`config.mk`:
```
export PLATFORM = sky130hd
export DESIGN_NAME = sfs_supervisor
export DESIGN_NICKNAME = d
export VERILOG_FILES = /design/src/include/sfs_pkg.sv /design/src/design/sfs_blank_timer.sv /design/src/design/sfs_supervisor.sv
export SDC_FILE = /design/constraint.sdc
export NUM_CORES = 1
export LEC_CHECK = 0
export BUFFER_PORTS_ARGS = -buffer_cell sky130_fd_sc_hd__buf_2
export CAP_MARGIN = 20
export CORE_MARGIN = 3
export CORE_UTILIZATION = 54
export CTS_BUF_LIST = sky130_fd_sc_hd__clkbuf_8
export DETAILED_ROUTE_END_ITERATION = 6
export PLACE_DENSITY = 0.88
export SLEW_MARGIN = 5
export SYNTH_ARGS = -nofsm -noshare
export SYNTH_HDL_FRONTEND = slang
export SYNTH_SLANG_ARGS = --single-unit
export TNS_END_PERCENT = 20
```
`constraint.sdc`:
```
create_clock -name core_clk -period 2.7 [get_ports core_clk]
set_clock_uncertainty 0.05 [all_clocks]
set_input_delay 0.27 -clock core_clk [delete_from_list [all_inputs] [get_ports core_clk]]
set_output_delay 0.27 -clock core_clk [all_outputs]
set_load 0.005 [all_outputs]
```
`src/include/sfs_pkg.sv`:
```
// constants shared by the switch fault supervisor
package sfs_pkg;
   // clock rate
   localparam int CLK_MHZ = 10;

   // apb map, byte addresses
   localparam int ADDR_W = 12;
   localparam logic [11:0] CTRL_OFFSET = 12'h000;
   localparam logic [11:0] STATUS_OFFSET = 12'h004;
   localparam logic [11:0] LIVE_OFFSET = 12'h008;

   // control register fields
   localparam int CTRL_W = 10;
   localparam int CTRL_OUT_CMD = 0;
   localparam int CTRL_OVERVOLTAGE_DISABLE = 1;
   localparam int CTRL_UNDERVOLTAGE_DISABLE = 2;
   localparam int CTRL_OPEN_LOAD_DISABLE = 3;
   localparam int CTRL_LOW_SEL = 4;
   localparam int CTRL_HIGH_SEL = 7;
   localparam int CTRL_BLANK_SEL = 8;
   localparam logic [9:0] CTRL_RESET = 10'h000;

   // status register fields, sticky, cleared by a read
   localparam int STAT_W = 6;
   localparam int STAT_OVERTEMP = 0;
   localparam int STAT_OVERVOLT = 1;
   localparam int STAT_UNDERVOLT = 2;
   localparam int STAT_OPENLOAD = 3;
   localparam int STAT_OC_LOW = 4;
   localparam int STAT_OC_HIGH = 5;
   localparam logic [5:0] STAT_RESET = 6'h00;

   // live register width
   localparam int LIVE_W = 5;

   // synchronised comparator inputs, bit positions
   localparam int SYN_W = 16;
   localparam int SYN_OT = 0;
   localparam int SYN_OV = 1;
   localparam int SYN_UV = 2;
   localparam int SYN_POR = 3;
   localparam int SYN_OL = 4;
   localparam int SYN_GATE = 5;
   localparam int SYN_LOW = 6;
   localparam int SYN_HIGH = 14;
   localparam logic [15:0] SYN_RESET = 16'h0000;

   // over-current blanking times in microseconds
   localparam int BLANK0_US = 10;
   localparam int BLANK1_US = 20;
   localparam int BLANK2_US = 40;
   localparam int BLANK3_US = 80;
   localparam logic [15:0] BLANK0_CYC = 16'(BLANK0_US * CLK_MHZ);
   localparam logic [15:0] BLANK1_CYC = 16'(BLANK1_US * CLK_MHZ);
   localparam logic [15:0] BLANK2_CYC = 16'(BLANK2_US * CLK_MHZ);
   localparam logic [15:0] BLANK3_CYC = 16'(BLANK3_US * CLK_MHZ);
   localparam logic [15:0] CNT_RESET = 16'h0000;
endpackage

```
`src/design/sfs_blank_timer.sv`:
```
// over-current blanking timer, expired stays high for as long as the run level outlasts the limit
`timescale 1ns/1ps
module sfs_blank_timer (
   // clock and reset
   input wire logic core_clk,
   input wire logic reset_n,
   // control
   input wire logic run,
   input wire logic [15:0] limit,
   // result
   output logic expired
);
   import sfs_pkg::*;

   logic [15:0] count_q;

   // counter restarts whenever the current drops below the trip level
   always_ff @(posedge core_clk or negedge reset_n) begin
      if (!reset_n) begin
         count_q <= CNT_RESET;
      end else if (!run) begin
         count_q <= CNT_RESET;
      end else if (count_q != limit) begin
         count_q <= count_q + 16'h0001;
      end
   end

   // strictly longer than the limit before expiry
   always_ff @(posedge core_clk or negedge reset_n) begin
      if (!reset_n) begin
         expired <= 1'b0;
      end else begin
         expired <= run && (count_q == limit);
      end
   end
endmodule

```
`src/design/sfs_supervisor.sv`:
```
// fault supervisor for a high side switch, apb register slave
`timescale 1ns/1ps
//
// Function
// - fault pin goes low on any temperature, supply, open load or current fault
// - fault pin releases by itself, except over-current and latched under-voltage
// - faults stay stored and are read out and cleared by the first read after the fault is gone
// - over-temperature is detected only while the output is on
// - over-temperature turns output off until cooled, then on again, repeating
// - over-temperature sets a sticky flag cleared only by read or reset
// - over-voltage holds the output off while present, no latching
// - over-voltage sets status bit one, cleared by read or reset
// - over-voltage disable stops both action and report
// - under-voltage turns output off, pulls fault pin low, sets flag
// - recovery with output commanded off releases pin, flag stays until read
// - recovery with output commanded on keeps off until command cycles off
// - under-voltage disable hides it; output off only below the reset level
// - open load is detected and reported only while the output is off
// - open load latches once gate is off; read clears it if gone
// - eight low and two high trip levels, both selected ones watched
// - low trip outlasting the blanking time latches the output off
// - high trip latches the fault and turns the output off at once
// - after over-current latch-off output stays off until commanded off then on
module sfs_supervisor (
   // clock and reset
   input wire logic core_clk,
   input wire logic reset_n,
   // apb slave
   input wire logic psel,
   input wire logic penable,
   input wire logic pwrite,
   input wire logic [sfs_pkg::ADDR_W-1:0] paddr,
   input wire logic [31:0] pwdata,
   output logic [31:0] prdata,
   output logic pready,
   output logic pslverr,
   // analog comparator pins, asynchronous
   input wire logic overTempCmp,
   input wire logic overVoltCmp,
   input wire logic underVoltCmp,
   input wire logic supplyPorCmp,
   input wire logic openLoadCmp,
   input wire logic gateOffCmp,
   input wire logic [7:0] lowTripCmp,
   input wire logic [1:0] highTripCmp,
   // switch and fault pin
   output logic outputOn,
   output logic faultFlagN
);
   import sfs_pkg::*;

   function automatic logic isAddr(input logic [ADDR_W-1:0] a, input logic [ADDR_W-1:0] off);
      return a[ADDR_W-1:2] == off[ADDR_W-1:2];
   endfunction

   logic [SYN_W-1:0] syncA_q;
   logic [SYN_W-1:0] syncB_q;
   logic [CTRL_W-1:0] ctrl_q;
   logic [STAT_W-1:0] statFlags_q;
   logic [STAT_W-1:0] statSet;
   logic otShut_q;
   logic uvLatch_q;
   logic ocLatch_q;
   logic outputOn_d;
   logic faultAny;
   logic access;
   logic commit;
   logic statRead;
   logic mapped;
   logic [31:0] readMux;
   logic cmdOn;
   logic ovDis;
   logic uvDis;
   logic olDis;
   logic [2:0] lowSel;
   logic highSel;
   logic [1:0] blankSel;
   logic [15:0] blankLimit;
   logic otS;
   logic ovS;
   logic uvS;
   logic porS;
   logic olS;
   logic gateS;
   logic [7:0] lowVec;
   logic [1:0] highVec;
   logic lowHit;
   logic highHit;
   logic ovAct;
   logic uvAct;
   logic olAct;
   logic otEv;
   logic highEv;
   logic blankRun;
   logic blankExpired;

   // pins cross into core_clk through two flops; only syncB_q is read
   always_ff @(posedge core_clk or negedge reset_n) begin
      if (!reset_n) begin
         syncA_q <= SYN_RESET;
         syncB_q <= SYN_RESET;
      end else begin
         syncA_q <= {highTripCmp, lowTripCmp, gateOffCmp, openLoadCmp, supplyPorCmp, underVoltCmp, overVoltCmp,
                     overTempCmp};
         syncB_q <= syncA_q;
      end
   end

   assign otS = syncB_q[SYN_OT];
   assign ovS = syncB_q[SYN_OV];
   assign uvS = syncB_q[SYN_UV];
   assign porS = syncB_q[SYN_POR];
   assign olS = syncB_q[SYN_OL];
   assign gateS = syncB_q[SYN_GATE];
   assign lowVec = syncB_q[SYN_LOW +: 8];
   assign highVec = syncB_q[SYN_HIGH +: 2];

   // control fields
   assign cmdOn = ctrl_q[CTRL_OUT_CMD];
   assign ovDis = ctrl_q[CTRL_OVERVOLTAGE_DISABLE];
   assign uvDis = ctrl_q[CTRL_UNDERVOLTAGE_DISABLE];
   assign olDis = ctrl_q[CTRL_OPEN_LOAD_DISABLE];
   assign lowSel = ctrl_q[CTRL_LOW_SEL +: 3];
   assign highSel = ctrl_q[CTRL_HIGH_SEL];
   assign blankSel = ctrl_q[CTRL_BLANK_SEL +: 2];

   // apb: one wait state so read data leaves a flop
   assign access = psel && penable && !pready;
   assign commit = psel && penable && pready;
   assign mapped = isAddr(paddr, CTRL_OFFSET) || isAddr(paddr, STATUS_OFFSET) || isAddr(paddr, LIVE_OFFSET);
   assign statRead = access && !pwrite && isAddr(paddr, STATUS_OFFSET);

   always_comb begin
      readMux = 32'h0000_0000;
      if (isAddr(paddr, CTRL_OFFSET)) begin
         readMux[CTRL_W-1:0] = ctrl_q;
      end else if (isAddr(paddr, STATUS_OFFSET)) begin
         readMux[STAT_W-1:0] = statFlags_q;
      end else if (isAddr(paddr, LIVE_OFFSET)) begin
         readMux[LIVE_W-1:0] = {ocLatch_q, uvLatch_q, otShut_q, faultFlagN, outputOn};
      end
   end

   always_ff @(posedge core_clk or negedge reset_n) begin
      if (!reset_n) begin
         pready <= 1'b0;
         pslverr <= 1'b0;
      end else begin
         pready <= access;
         pslverr <= access && !mapped;
      end
   end

   always_ff @(posedge core_clk or negedge reset_n) begin
      if (!reset_n) begin
         prdata <= 32'h0000_0000;
      end else if (access) begin
         prdata <= pwrite ? 32'h0000_0000 : readMux;
      end
   end

   // writes land on the edge that completes the transfer
   always_ff @(posedge core_clk or negedge reset_n) begin
      if (!reset_n) begin
         ctrl_q <= CTRL_RESET;
      end else if (commit && pwrite && isAddr(paddr, CTRL_OFFSET)) begin
         ctrl_q <= pwdata[CTRL_W-1:0];
      end
   end

   // trip level selection, both selected levels watched together
   assign lowHit = lowVec[lowSel];
   assign highHit = highVec[highSel];

   always_comb begin
      unique case (blankSel)
         2'h0: blankLimit = BLANK0_CYC;
         2'h1: blankLimit = BLANK1_CYC;
         2'h2: blankLimit = BLANK2_CYC;
         2'h3: blankLimit = BLANK3_CYC;
      endcase
   end

   assign blankRun = lowHit && outputOn && !ocLatch_q;

   sfs_blank_timer blank_timer (
      .core_clk(core_clk),
      .reset_n(reset_n),
      .run(blankRun),
      .limit(blankLimit),
      .expired(blankExpired)
   );

   // condition decode
   assign ovAct = ovS && !ovDis;
   assign uvAct = uvS && !uvDis;
   assign olAct = olS && gateS && !olDis && !outputOn;
   assign otEv = otS && (outputOn || otShut_q);
   assign highEv = highHit && outputOn && !ocLatch_q;

   // thermal cycling; comparator carries the hysteresis
   always_ff @(posedge core_clk or negedge reset_n) begin
      if (!reset_n) begin
         otShut_q <= 1'b0;
      end else if (!cmdOn || !otS) begin
         otShut_q <= 1'b0;
      end else if (outputOn) begin
         otShut_q <= 1'b1;
      end
   end

   // under-voltage latch only while commanded on
   always_ff @(posedge core_clk or negedge reset_n) begin
      if (!reset_n) begin
         uvLatch_q <= 1'b0;
      end else if (!cmdOn) begin
         uvLatch_q <= 1'b0;
      end else if (uvAct) begin
         uvLatch_q <= 1'b1;
      end
   end

   // over-current latch, released only by commanding off
   always_ff @(posedge core_clk or negedge reset_n) begin
      if (!reset_n) begin
         ocLatch_q <= 1'b0;
      end else if (!cmdOn) begin
         ocLatch_q <= 1'b0;
      end else if (blankExpired || highEv) begin
         ocLatch_q <= 1'b1;
      end
   end

   // output gate; reset level stops it even with under-voltage hidden
   assign outputOn_d = cmdOn && !ocLatch_q && !otShut_q && !ovAct && !porS
                       && !uvAct && !uvLatch_q;

   assign faultAny = otShut_q || ovAct || uvAct || uvLatch_q || olAct || ocLatch_q;

   always_ff @(posedge core_clk or negedge reset_n) begin
      if (!reset_n) begin
         outputOn <= 1'b0;
         faultFlagN <= 1'b1;
      end else begin
         outputOn <= outputOn_d;
         faultFlagN <= !faultAny;
      end
   end

   // sticky flags; a new event beats the read clear
   always_comb begin
      statSet = STAT_RESET;
      statSet[STAT_OVERTEMP] = otEv;
      statSet[STAT_OVERVOLT] = ovAct;
      statSet[STAT_UNDERVOLT] = uvAct;
      statSet[STAT_OPENLOAD] = olAct;
      statSet[STAT_OC_LOW] = blankExpired;
      statSet[STAT_OC_HIGH] = highEv;
   end

   always_ff @(posedge core_clk or negedge reset_n) begin
      if (!reset_n) begin
         statFlags_q <= STAT_RESET;
      end else begin
         statFlags_q <= statSet | (statFlags_q & ~{STAT_W{statRead}});
      end
   end
endmodule

```
==> summary by stage, run 1 <==
Run status
The flow ran to the end, and the final reports show no timing, DRC or antenna violations.

Power and ir drop
The highest ir drop seen on vdd is 0.629 mV. Net switching is 23.3% of the power. Of the total power, combinational logic draws under 10%.

The total power divided by cell area is 545 nW/um2. The portion of total power attributed to sequential cells is 55.7%. The clock network power share is 39.5%. The leakage power total is ~1.9 nW.

The power spent charging and discharging nets is ~0.53 mW. The final total power is 2.26 mW. Internal power comes to 1.74 mW.

STA
The final critical delay including setup and external delays is 2320 ps. The final worst-path setup slack is 379 ps. The highest achievable clock rate is ~430 MHz.

The worst-case hold slack is 14.7 ps. The final count of pins violating max slew came to 0. After routing, the total negative slack on setup checks comes to 0 ps. The worst-margin pin slew is slightly below 1000 ps. The setup-violating endpoint count in the final report is 0. Of the available clock period, the critical path in the final layout requires between 80% and 90%. Headroom to the max-slew limit came out at ~34%. The final hold violation count is 0. Setup repair after global routing left no endpoint under its margin.

Clock tree
The H-tree depth is 3. The number of buffers on the longest clock path is 2. Clock latency on the worst-skew pair, taken at its later pin, is 360 ps.

Counting every sink on the clock net gives 82. The CTS tree is built. The number of clock buffers added by TritonCTS is 9.

In this run the clock root is driven by a clkbuf_8. The post-CTS setup buffer count is 0. Gates resized during post-CTS repair numbered 0. The number of hold buffers added after CTS was 16. The clock-pin slew reported for the worst setup and hold paths after clock tree synthesis is about 80 ps.

Logic synthesis
During synthesis, Yosys emitted a total of 0 warnings. The largest area contributor in the netlist is dfrtp_1. Synthesis inferred 82 register bits. Among all flip-flop cells after synthesis, the most frequent one is dfrtp_1.

Synthesis handed over a netlist of 298 instances. By area the synthesized netlist is led by dfrtp_1, buf_4, nand2_1. Dividing the synthesized area by the synthesized cell count gives roughly 12 um2.

The share of the Yosys chip area taken by registers is between 50% and 60%. Counting flops with a built-in enable in the synthesized netlist gives 0. The fraction of synthesized cell area taken by the top area cell type is a little under three fifths. The count of cell types in the netlist is 49. The netlist area before placement is 3520 um2. Of all flip-flops after synthesis, the portion carrying an async set or reset was 100%.

Finish
The ratio of cells with drive above 1 in the final layout is between 20% and 30%. The post-route standard cell area excluding fillers is 4150 um2. The area of combinational cells with multiple inputs is between 1000 and 1500 um2. The top cell types in the final layout, fill and taps aside, are dfrtp_1, buf_2, nand2_1.

The post-layout instance count excluding filler cells is roughly 450. At the end of the flow the core is filled with cells to 67.7%. 0 antenna diodes ended up in the layout. Across the whole layout, storage elements account for between 2000 and 2500 um2.

The most common cell after layout, fill and taps aside is dfrtp_1. Relative to the synthesized area, the layout overhead comes to 17.9%. The layout net count is between 400 and 500. The number of filler instances in the final layout is approximately 460.

Placement
The estimated wirelength of the detail-placed design is ~4.5 mm. The count of buffers added on input and output ports is 54. The worst setup timing slack at the placement stage is 393 ps.

The weighted congestion at the end of routability-driven global placement is 0.797. The placed standard-cell area is 3790 um2. The number of placed cells counting well taps is 422.

Worst setup path
Walking the worst path, the cells encountered are inv_1 -> ha_1 -> nor3b_1 -> o2111ai_2 -> a2111oi_4 -> buf_4 -> mux2i_1 -> nor2_2. For this run, the slowest stage of the critical path takes 440 ps. The data arrival at the endpoint of the critical path is roughly 2500 ps. The capturing element type of the critical path is a flip-flop.

The worst setup path is of the flip-flop to flip-flop kind. In this run the critical register-to-register path is launched from ctrl_q[8]$_DFFE_PN0P_. The timing startpoint of the critical path is ctrl_q[8]$_DFFE_PN0P_. STA classifies the critical path startpoint as a flip-flop. The data required time of the worst path is between 2000 and 3000 ps. The worst-path maximum fanout is 15. The worst-path cell with the longest stage delay is dfrtp_1.

Routing
For this block, the routed nets add up to 6.67 mm of wire. The DRC violation count after routing is 0. The starting DRC count in detailed routing is approximately 220. In the routed layout, each cell is associated on average with a via count of 5.25. The number of nets with antenna violations after detailed routing is 0.

Dividing the detail-routed wire length by the instance count gives 14.7 um. The total via count in the routed design is 2382. The first-pass detailed-route iteration total is 4.

Die
The starting utilization of the core area is 57.5%. The die covers 7530 um2. Measured along the y axis, the die boundary spans 86.8 um.

The die span in x is between 80 and 90 um. The count of standard-cell rows is 28. 101 I/O pins were placed. In this run the standard cell core region covers slightly above 6000 um2.

GRT
met2 is the most crowded layer. After global routing the overflow that remains totals 0. The number of global-route vias before repair came to roughly 2400. The wire length of the first global-routing pass is about 11 mm. The number of antenna violations at the first check in global routing is 0. For met3 alone, demand over resource in global routing was 7.51%. Entering global routing, the biggest net connects 83 pins. The total global routing track utilization is 19.5%. The routing usage on met1 is 24.2%. In the global route stage, met2 resource usage came out at 32.3%.

Worst hold path
The worst hold path belongs to the class input pin to asynchronous set/reset pin.

Job
Max-cap violations in this run came to 0.
-- cells in the mapped netlist, types with 2 or more instances --
| cell | instances |
|---|---|
| nand4_1 | 4 |
| nor2b_1 | 8 |
| nor2_1 | 17 |
| o21ai_0 | 9 |
| clkbuf_1 | 4 |
| mux2i_1 | 2 |
| dfrtp_1 | 81 |
| o221ai_1 | 5 |
| mux2_1 | 6 |
| inv_1 | 12 |
| a21oi_2 | 6 |
| a21oi_1 | 8 |
| mux4_2 | 2 |
| or3_2 | 2 |
| buf_4 | 22 |
| nand3_1 | 8 |
| and2_1 | 4 |
| and4_1 | 2 |
| nand2_1 | 27 |
| xnor2_1 | 6 |
| or3_1 | 6 |
| ha_1 | 7 |
| a21o_1 | 5 |
| nor4_2 | 3 |
| nor3_1 | 2 |
| xor2_1 | 5 |
| buf_2 | 2 |
| nor2_2 | 2 |
| nor3b_1 | 2 |
| mux2_2 | 4 |
| o21ai_1 | 7 |
-- state kept, by name (all words and copies together), names as in the netlist --
signal               cells
prdata                  10
ocLatch_q                1
ctrl_q                  10
outputOn                 1
pslverr                  1
syncA_q                 16
blank_timer.count_q     16
pready                   1
syncB_q                 16
faultFlagN               1
otShut_q                 1
uvLatch_q                1
blank_timer.expired      1
statFlags_q              6
-- final timing paths --
kind	to	slack [ps]	cells after the start
worst min register to register	syncB_q[15]$_DFF_PN0_	300	0
worst max register to register	blank_timer.count_q[1]$_DFFE_PN0P_	380	8
worst min-delay path	syncB_q[2]$_DFF_PN0_	10	1
max in group asynchronous	prdata[9]$_DFFE_PN0P_	1950	1
min in group core_clk	ctrl_q[8]$_DFFE_PN0P_	70	3
worst max-delay path	blank_timer.count_q[1]$_DFFE_PN0P_	380	8
-- power by group through the flow --
stage | Combinational [mW] | Clock [mW] | Sequential (mW)
after floorplan | 0.0542 | 0 | 1.28
after global placement | 0.0885 | 0 | 1.28
after detailed placement | 0.0920 | 0 | 1.29
after CTS | 0.110 | 0.914 | 1.26
after global routing | 0.125 | 0.962 | 1.26
final | 0.110 | 0.894 | 1.26
-- kinds of logic (layout without fill, tap and decap cells) --
logic type	Yosys count	after routing	synth area share (%)
buffers and inverters	41	101	7.00
other	1	22	0.106
AND/OR/NAND/NOR	95	95	14.8
multiplexers	14	14	5.04
flip-flops	82	82	58.3
adder cells (fa/ha/maj)	7	7	2.49
AO/OA/AOI/OAI	47	47	9.59
XOR/XNOR	11	11	2.73
-- area by class of cell --
cell class                 instances  share of cell area (%)
clock buffer                       9                    2.98
clock inverter                     7                    1.90
inverter                          12                    1.08
multi-input combinational        196                    31.4
sequential                        82                    49.4
tap                               75                    2.26
timing repair buffer              73                    11.0
-- critical path, delay by kind of cell, from the launching register on --
family                     cells  cell delay [ps]
adders and majority gates      1              310
muxes                          1              240
DFF                            1              440
and+or+nand+nor                2              290
AOI/OAI and AO/OA              2              520
buffers and inverters          2              350
-- per-layer routing --
| metal | up-vias | part of all wire (%) |
|---|---|---|
| met3 | 10 | 7.5 |
| met4 | 0 | 1.3 |
| met1 | 1157 | 41 |
| met5 | - | 0 |
| li1 | 1125 | - |
| met2 | 90 | 50 |
No activity file was read; power rests on OpenSTA's default activity.
==> run 2, diff against run 1 <==
--- a/config.mk
+++ b/config.mk
@@ -12,6 +12,7 @@
 export CTS_BUF_LIST = sky130_fd_sc_hd__clkbuf_8
 export DETAILED_ROUTE_END_ITERATION = 6
 export PLACE_DENSITY = 0.88
+export REMOVE_ABC_BUFFERS = 1
 export SLEW_MARGIN = 5
 export SYNTH_ARGS = -nofsm -noshare
 export SYNTH_HDL_FRONTEND = slang
==> summary by stage, run 2 (synthesis gave the netlist of run 1 again) <==
STA
The share of the clock period used by the worst path is 85.9% (about the same). RSZ-0062 raised after global routing: no (unchanged). The final count of pins violating max slew was 0 (unchanged). The highest achievable clock rate was 431 MHz (about the same). The setup-violating endpoint count in the final report came to 0 (unchanged). The final critical delay including setup and external delays is 2320 ps (about the same).

The worst-case hold slack was 16.7 ps (was 14.7 ps). The worst-margin pin slew came to 983 ps (was 988 ps). The final sum of negative setup slack is 0 ps (unchanged).

The final worst-path setup slack was 381 ps (was 379 ps). The final hold violation count is 0 (unchanged). The worst-case headroom to the max-slew limit was 34.5% (was 34.1%).

Die
The count of standard-cell rows is 28 (unchanged). The die span in x is 86.8 um (unchanged). The number of top-level pins is 101 (unchanged). The height of the chip came to 86.8 um (unchanged). The area inside the core boundary is 6130 um2 (unchanged). The starting utilization of the core area came to 57.5% (unchanged). The die footprint came to 7530 um2 (unchanged).

GRT
The largest net degree at the start of global routing is 83 (unchanged). The global routing's busiest layer is met2 (unchanged). The wire length of the first global-routing pass is 11.0 mm (was 11.2 mm). The met2 layer usage reported by global route was 30.1% (was 32.3%).

The total global routing track utilization is 19.1% (was 19.5%). The global routing met3 resource utilization came to 4.85% (was 7.51%). The routing usage on met1 came to 25.0% (was 24.2%). The sum of overflow across all layers after global routing is 0 (unchanged).

The number of global-route vias before repair came to 2360 (was 2356). The number of antenna violations at the first check in global routing is 0 (unchanged).

Worst setup path
The type of element launching the critical path is a flip-flop (unchanged). The delay of the slowest cell on the worst path is 470 ps (was 440 ps). The data required time of the worst path is 2920 ps (was 2890 ps).

The critical path class is flip-flop to flip-flop (unchanged). The worst-path maximum fanout is 15 (unchanged). The combined buffer and inverter count along the critical path is 2 (unchanged). The worst-path cell with the longest stage delay is or3_2 (was dfrtp_1). The capturing element type of the critical path was a flip-flop (unchanged). The family with the most delay on the worst path is simple AND/OR/NAND/NOR gates (was compound AO/OA/AOI/OAI gates). The data arrival at the endpoint of the critical path was 2540 ps (was 2510 ps). List of cells traversed by the critical path: inv_1 -> ha_1 -> and3b_1 -> o2111ai_2 -> a2111oi_4 -> buf_4 -> or3_2 -> a21oi_2 (was inv_1 -> ha_1 -> nor3b_1 -> o2111ai_2 -> a2111oi_4 -> buf_4 -> mux2i_1 -> nor2_2).

Finish
The post-layout utilization of the core is 67.6% (was 67.7%). The layout net count came to 446 (unchanged). Commonest cells after routing, fill and taps aside: dfrtp_1, buf_2, nand2_1 (unchanged). The ratio of cells with drive above 1 in the final layout is 26.4% (was 26.1%).

The diode insertion count for antenna repair is 0 (unchanged). The layout overhead on the synthesized area was 17.6% (was 17.9%). The most common cell after layout, fill and taps aside is dfrtp_1 (unchanged). Top flop regs: blank_timer.count_q x16, syncA_q x16, syncB_q x16 (unchanged).

Routing
The total via count in the routed design is 2373 (was 2382). The starting DRC count in detailed routing came to 146 (was 222). The average wire per cell in the routed design is 14.5 um (was 14.7 um). The DRC violation count after routing is 0 (unchanged).

The first-pass detailed-route iteration total is 4 (unchanged). The final wirelength is 6.58 mm (was 6.67 mm). The number of nets with antenna violations after detailed routing is 0 (unchanged).

The per-cell via count in the routed design is 5.23 (was 5.25).

Clock tree
The clock latency of the later-clocked register in the worst-skew pair came to 350 ps (was 360 ps). The post-cts gate resize count is 0 (unchanged). The CTS tree is built (unchanged). The clock-pin slew reported for the worst setup and hold paths after clock tree synthesis is 80 ps (about the same). The number of CTS-inserted buffers is 9 (unchanged). The post-CTS setup buffer count is 0 (unchanged). The clock tree root driver cell is clkbuf_8 (unchanged). The number of buffers on the longest clock path was 2 (unchanged). The H-tree depth is 3 (unchanged).

The number of clock sinks seen by CTS is 82 (unchanged).

Placement
The estimated wirelength of the detail-placed design came to 4.39 mm (was 4.52 mm). The weighted congestion at the end of routability-driven global placement came to 0.863 (was 0.797). The quantity of I/O buffers inserted on ports is 54 (unchanged). The worst setup timing slack at the placement stage is 420 ps (was 393 ps).

Power and ir drop
The highest ir drop seen on vdd is 0.556 mV (was 0.629 mV). The total power divided by cell area was 535 nW/um2 (was 545 nW/um2). The leakage power total is 1.93 nW (about the same).

Job
The number of maximum-capacitance constraint violations was 0 (unchanged).

Worst hold path
The path type of the worst min-delay path is input pin to asynchronous set/reset pin (unchanged).

Run status
Run status: complete, no violations (unchanged).
-- run 2: report_power, final --
group	switching (mW)	internal, mW
logic	0.0611	0.0479
registers	0.00736	1.25
clock network	0.449	0.397
-- run 2: worst paths after layout --
path / cells after the start / slack, ps / from / to
max in group asynchronous: 1 / 1950 / reset_n / prdata[9]$_DFFE_PN0P_
max reg2reg: 8 / 380 / ctrl_q[8]$_DFFE_PN0P_ / blank_timer.count_q[7]$_DFFE_PN0P_
min reg2reg: 0 / 300 / syncA_q[13]$_DFF_PN0_ / syncB_q[13]$_DFF_PN0_
max: 8 / 380 / ctrl_q[8]$_DFFE_PN0P_ / blank_timer.count_q[7]$_DFFE_PN0P_
min: 1 / 20 / reset_n / syncA_q[10]$_DFF_PN0_
min in group core_clk: 3 / 80 / pwdata[9] / ctrl_q[9]$_DFFE_PN0P_
-- run 2: metrics by stage --
step,power (mW),cells,area [um2]
floorplan,1.31,290,3400
CTS,2.25,454,4150
finish,2.22,454,4150
global placement,1.37,422,3790
global route,2.31,454,4150
detailed placement,1.38,422,3790
-- run 2: repair_timing --
item	in CTS	in global routing
hold buffers	16	0
setup endpoints to repair	0	0
endpoints found under the hold margin	16	0
-- run 2: metal layers --
| metal | vias to the layer above | part of all wire (%) |
|---|---|---|
| li1 | 1134 | - |
| met1 | 1135 | 44 |
| met2 | 91 | 47 |
| met3 | 13 | 6.7 |
| met4 | 0 | 2.6 |
| met5 | - | 0 |
-- run 2: area by class of cell --
| type | count | area (um2) |
|---|---|---|
| flip-flops and latches | 82 | 2050 |
| clock inverters | 5 | 43.8 |
| inverters | 12 | 45.0 |
| well taps | 75 | 93.8 |
| fillers | 428 | 1990 |
| repair buffers | 73 | 455 |
| clock buffers | 11 | 151 |
| multi-input cells | 196 | 1300 |
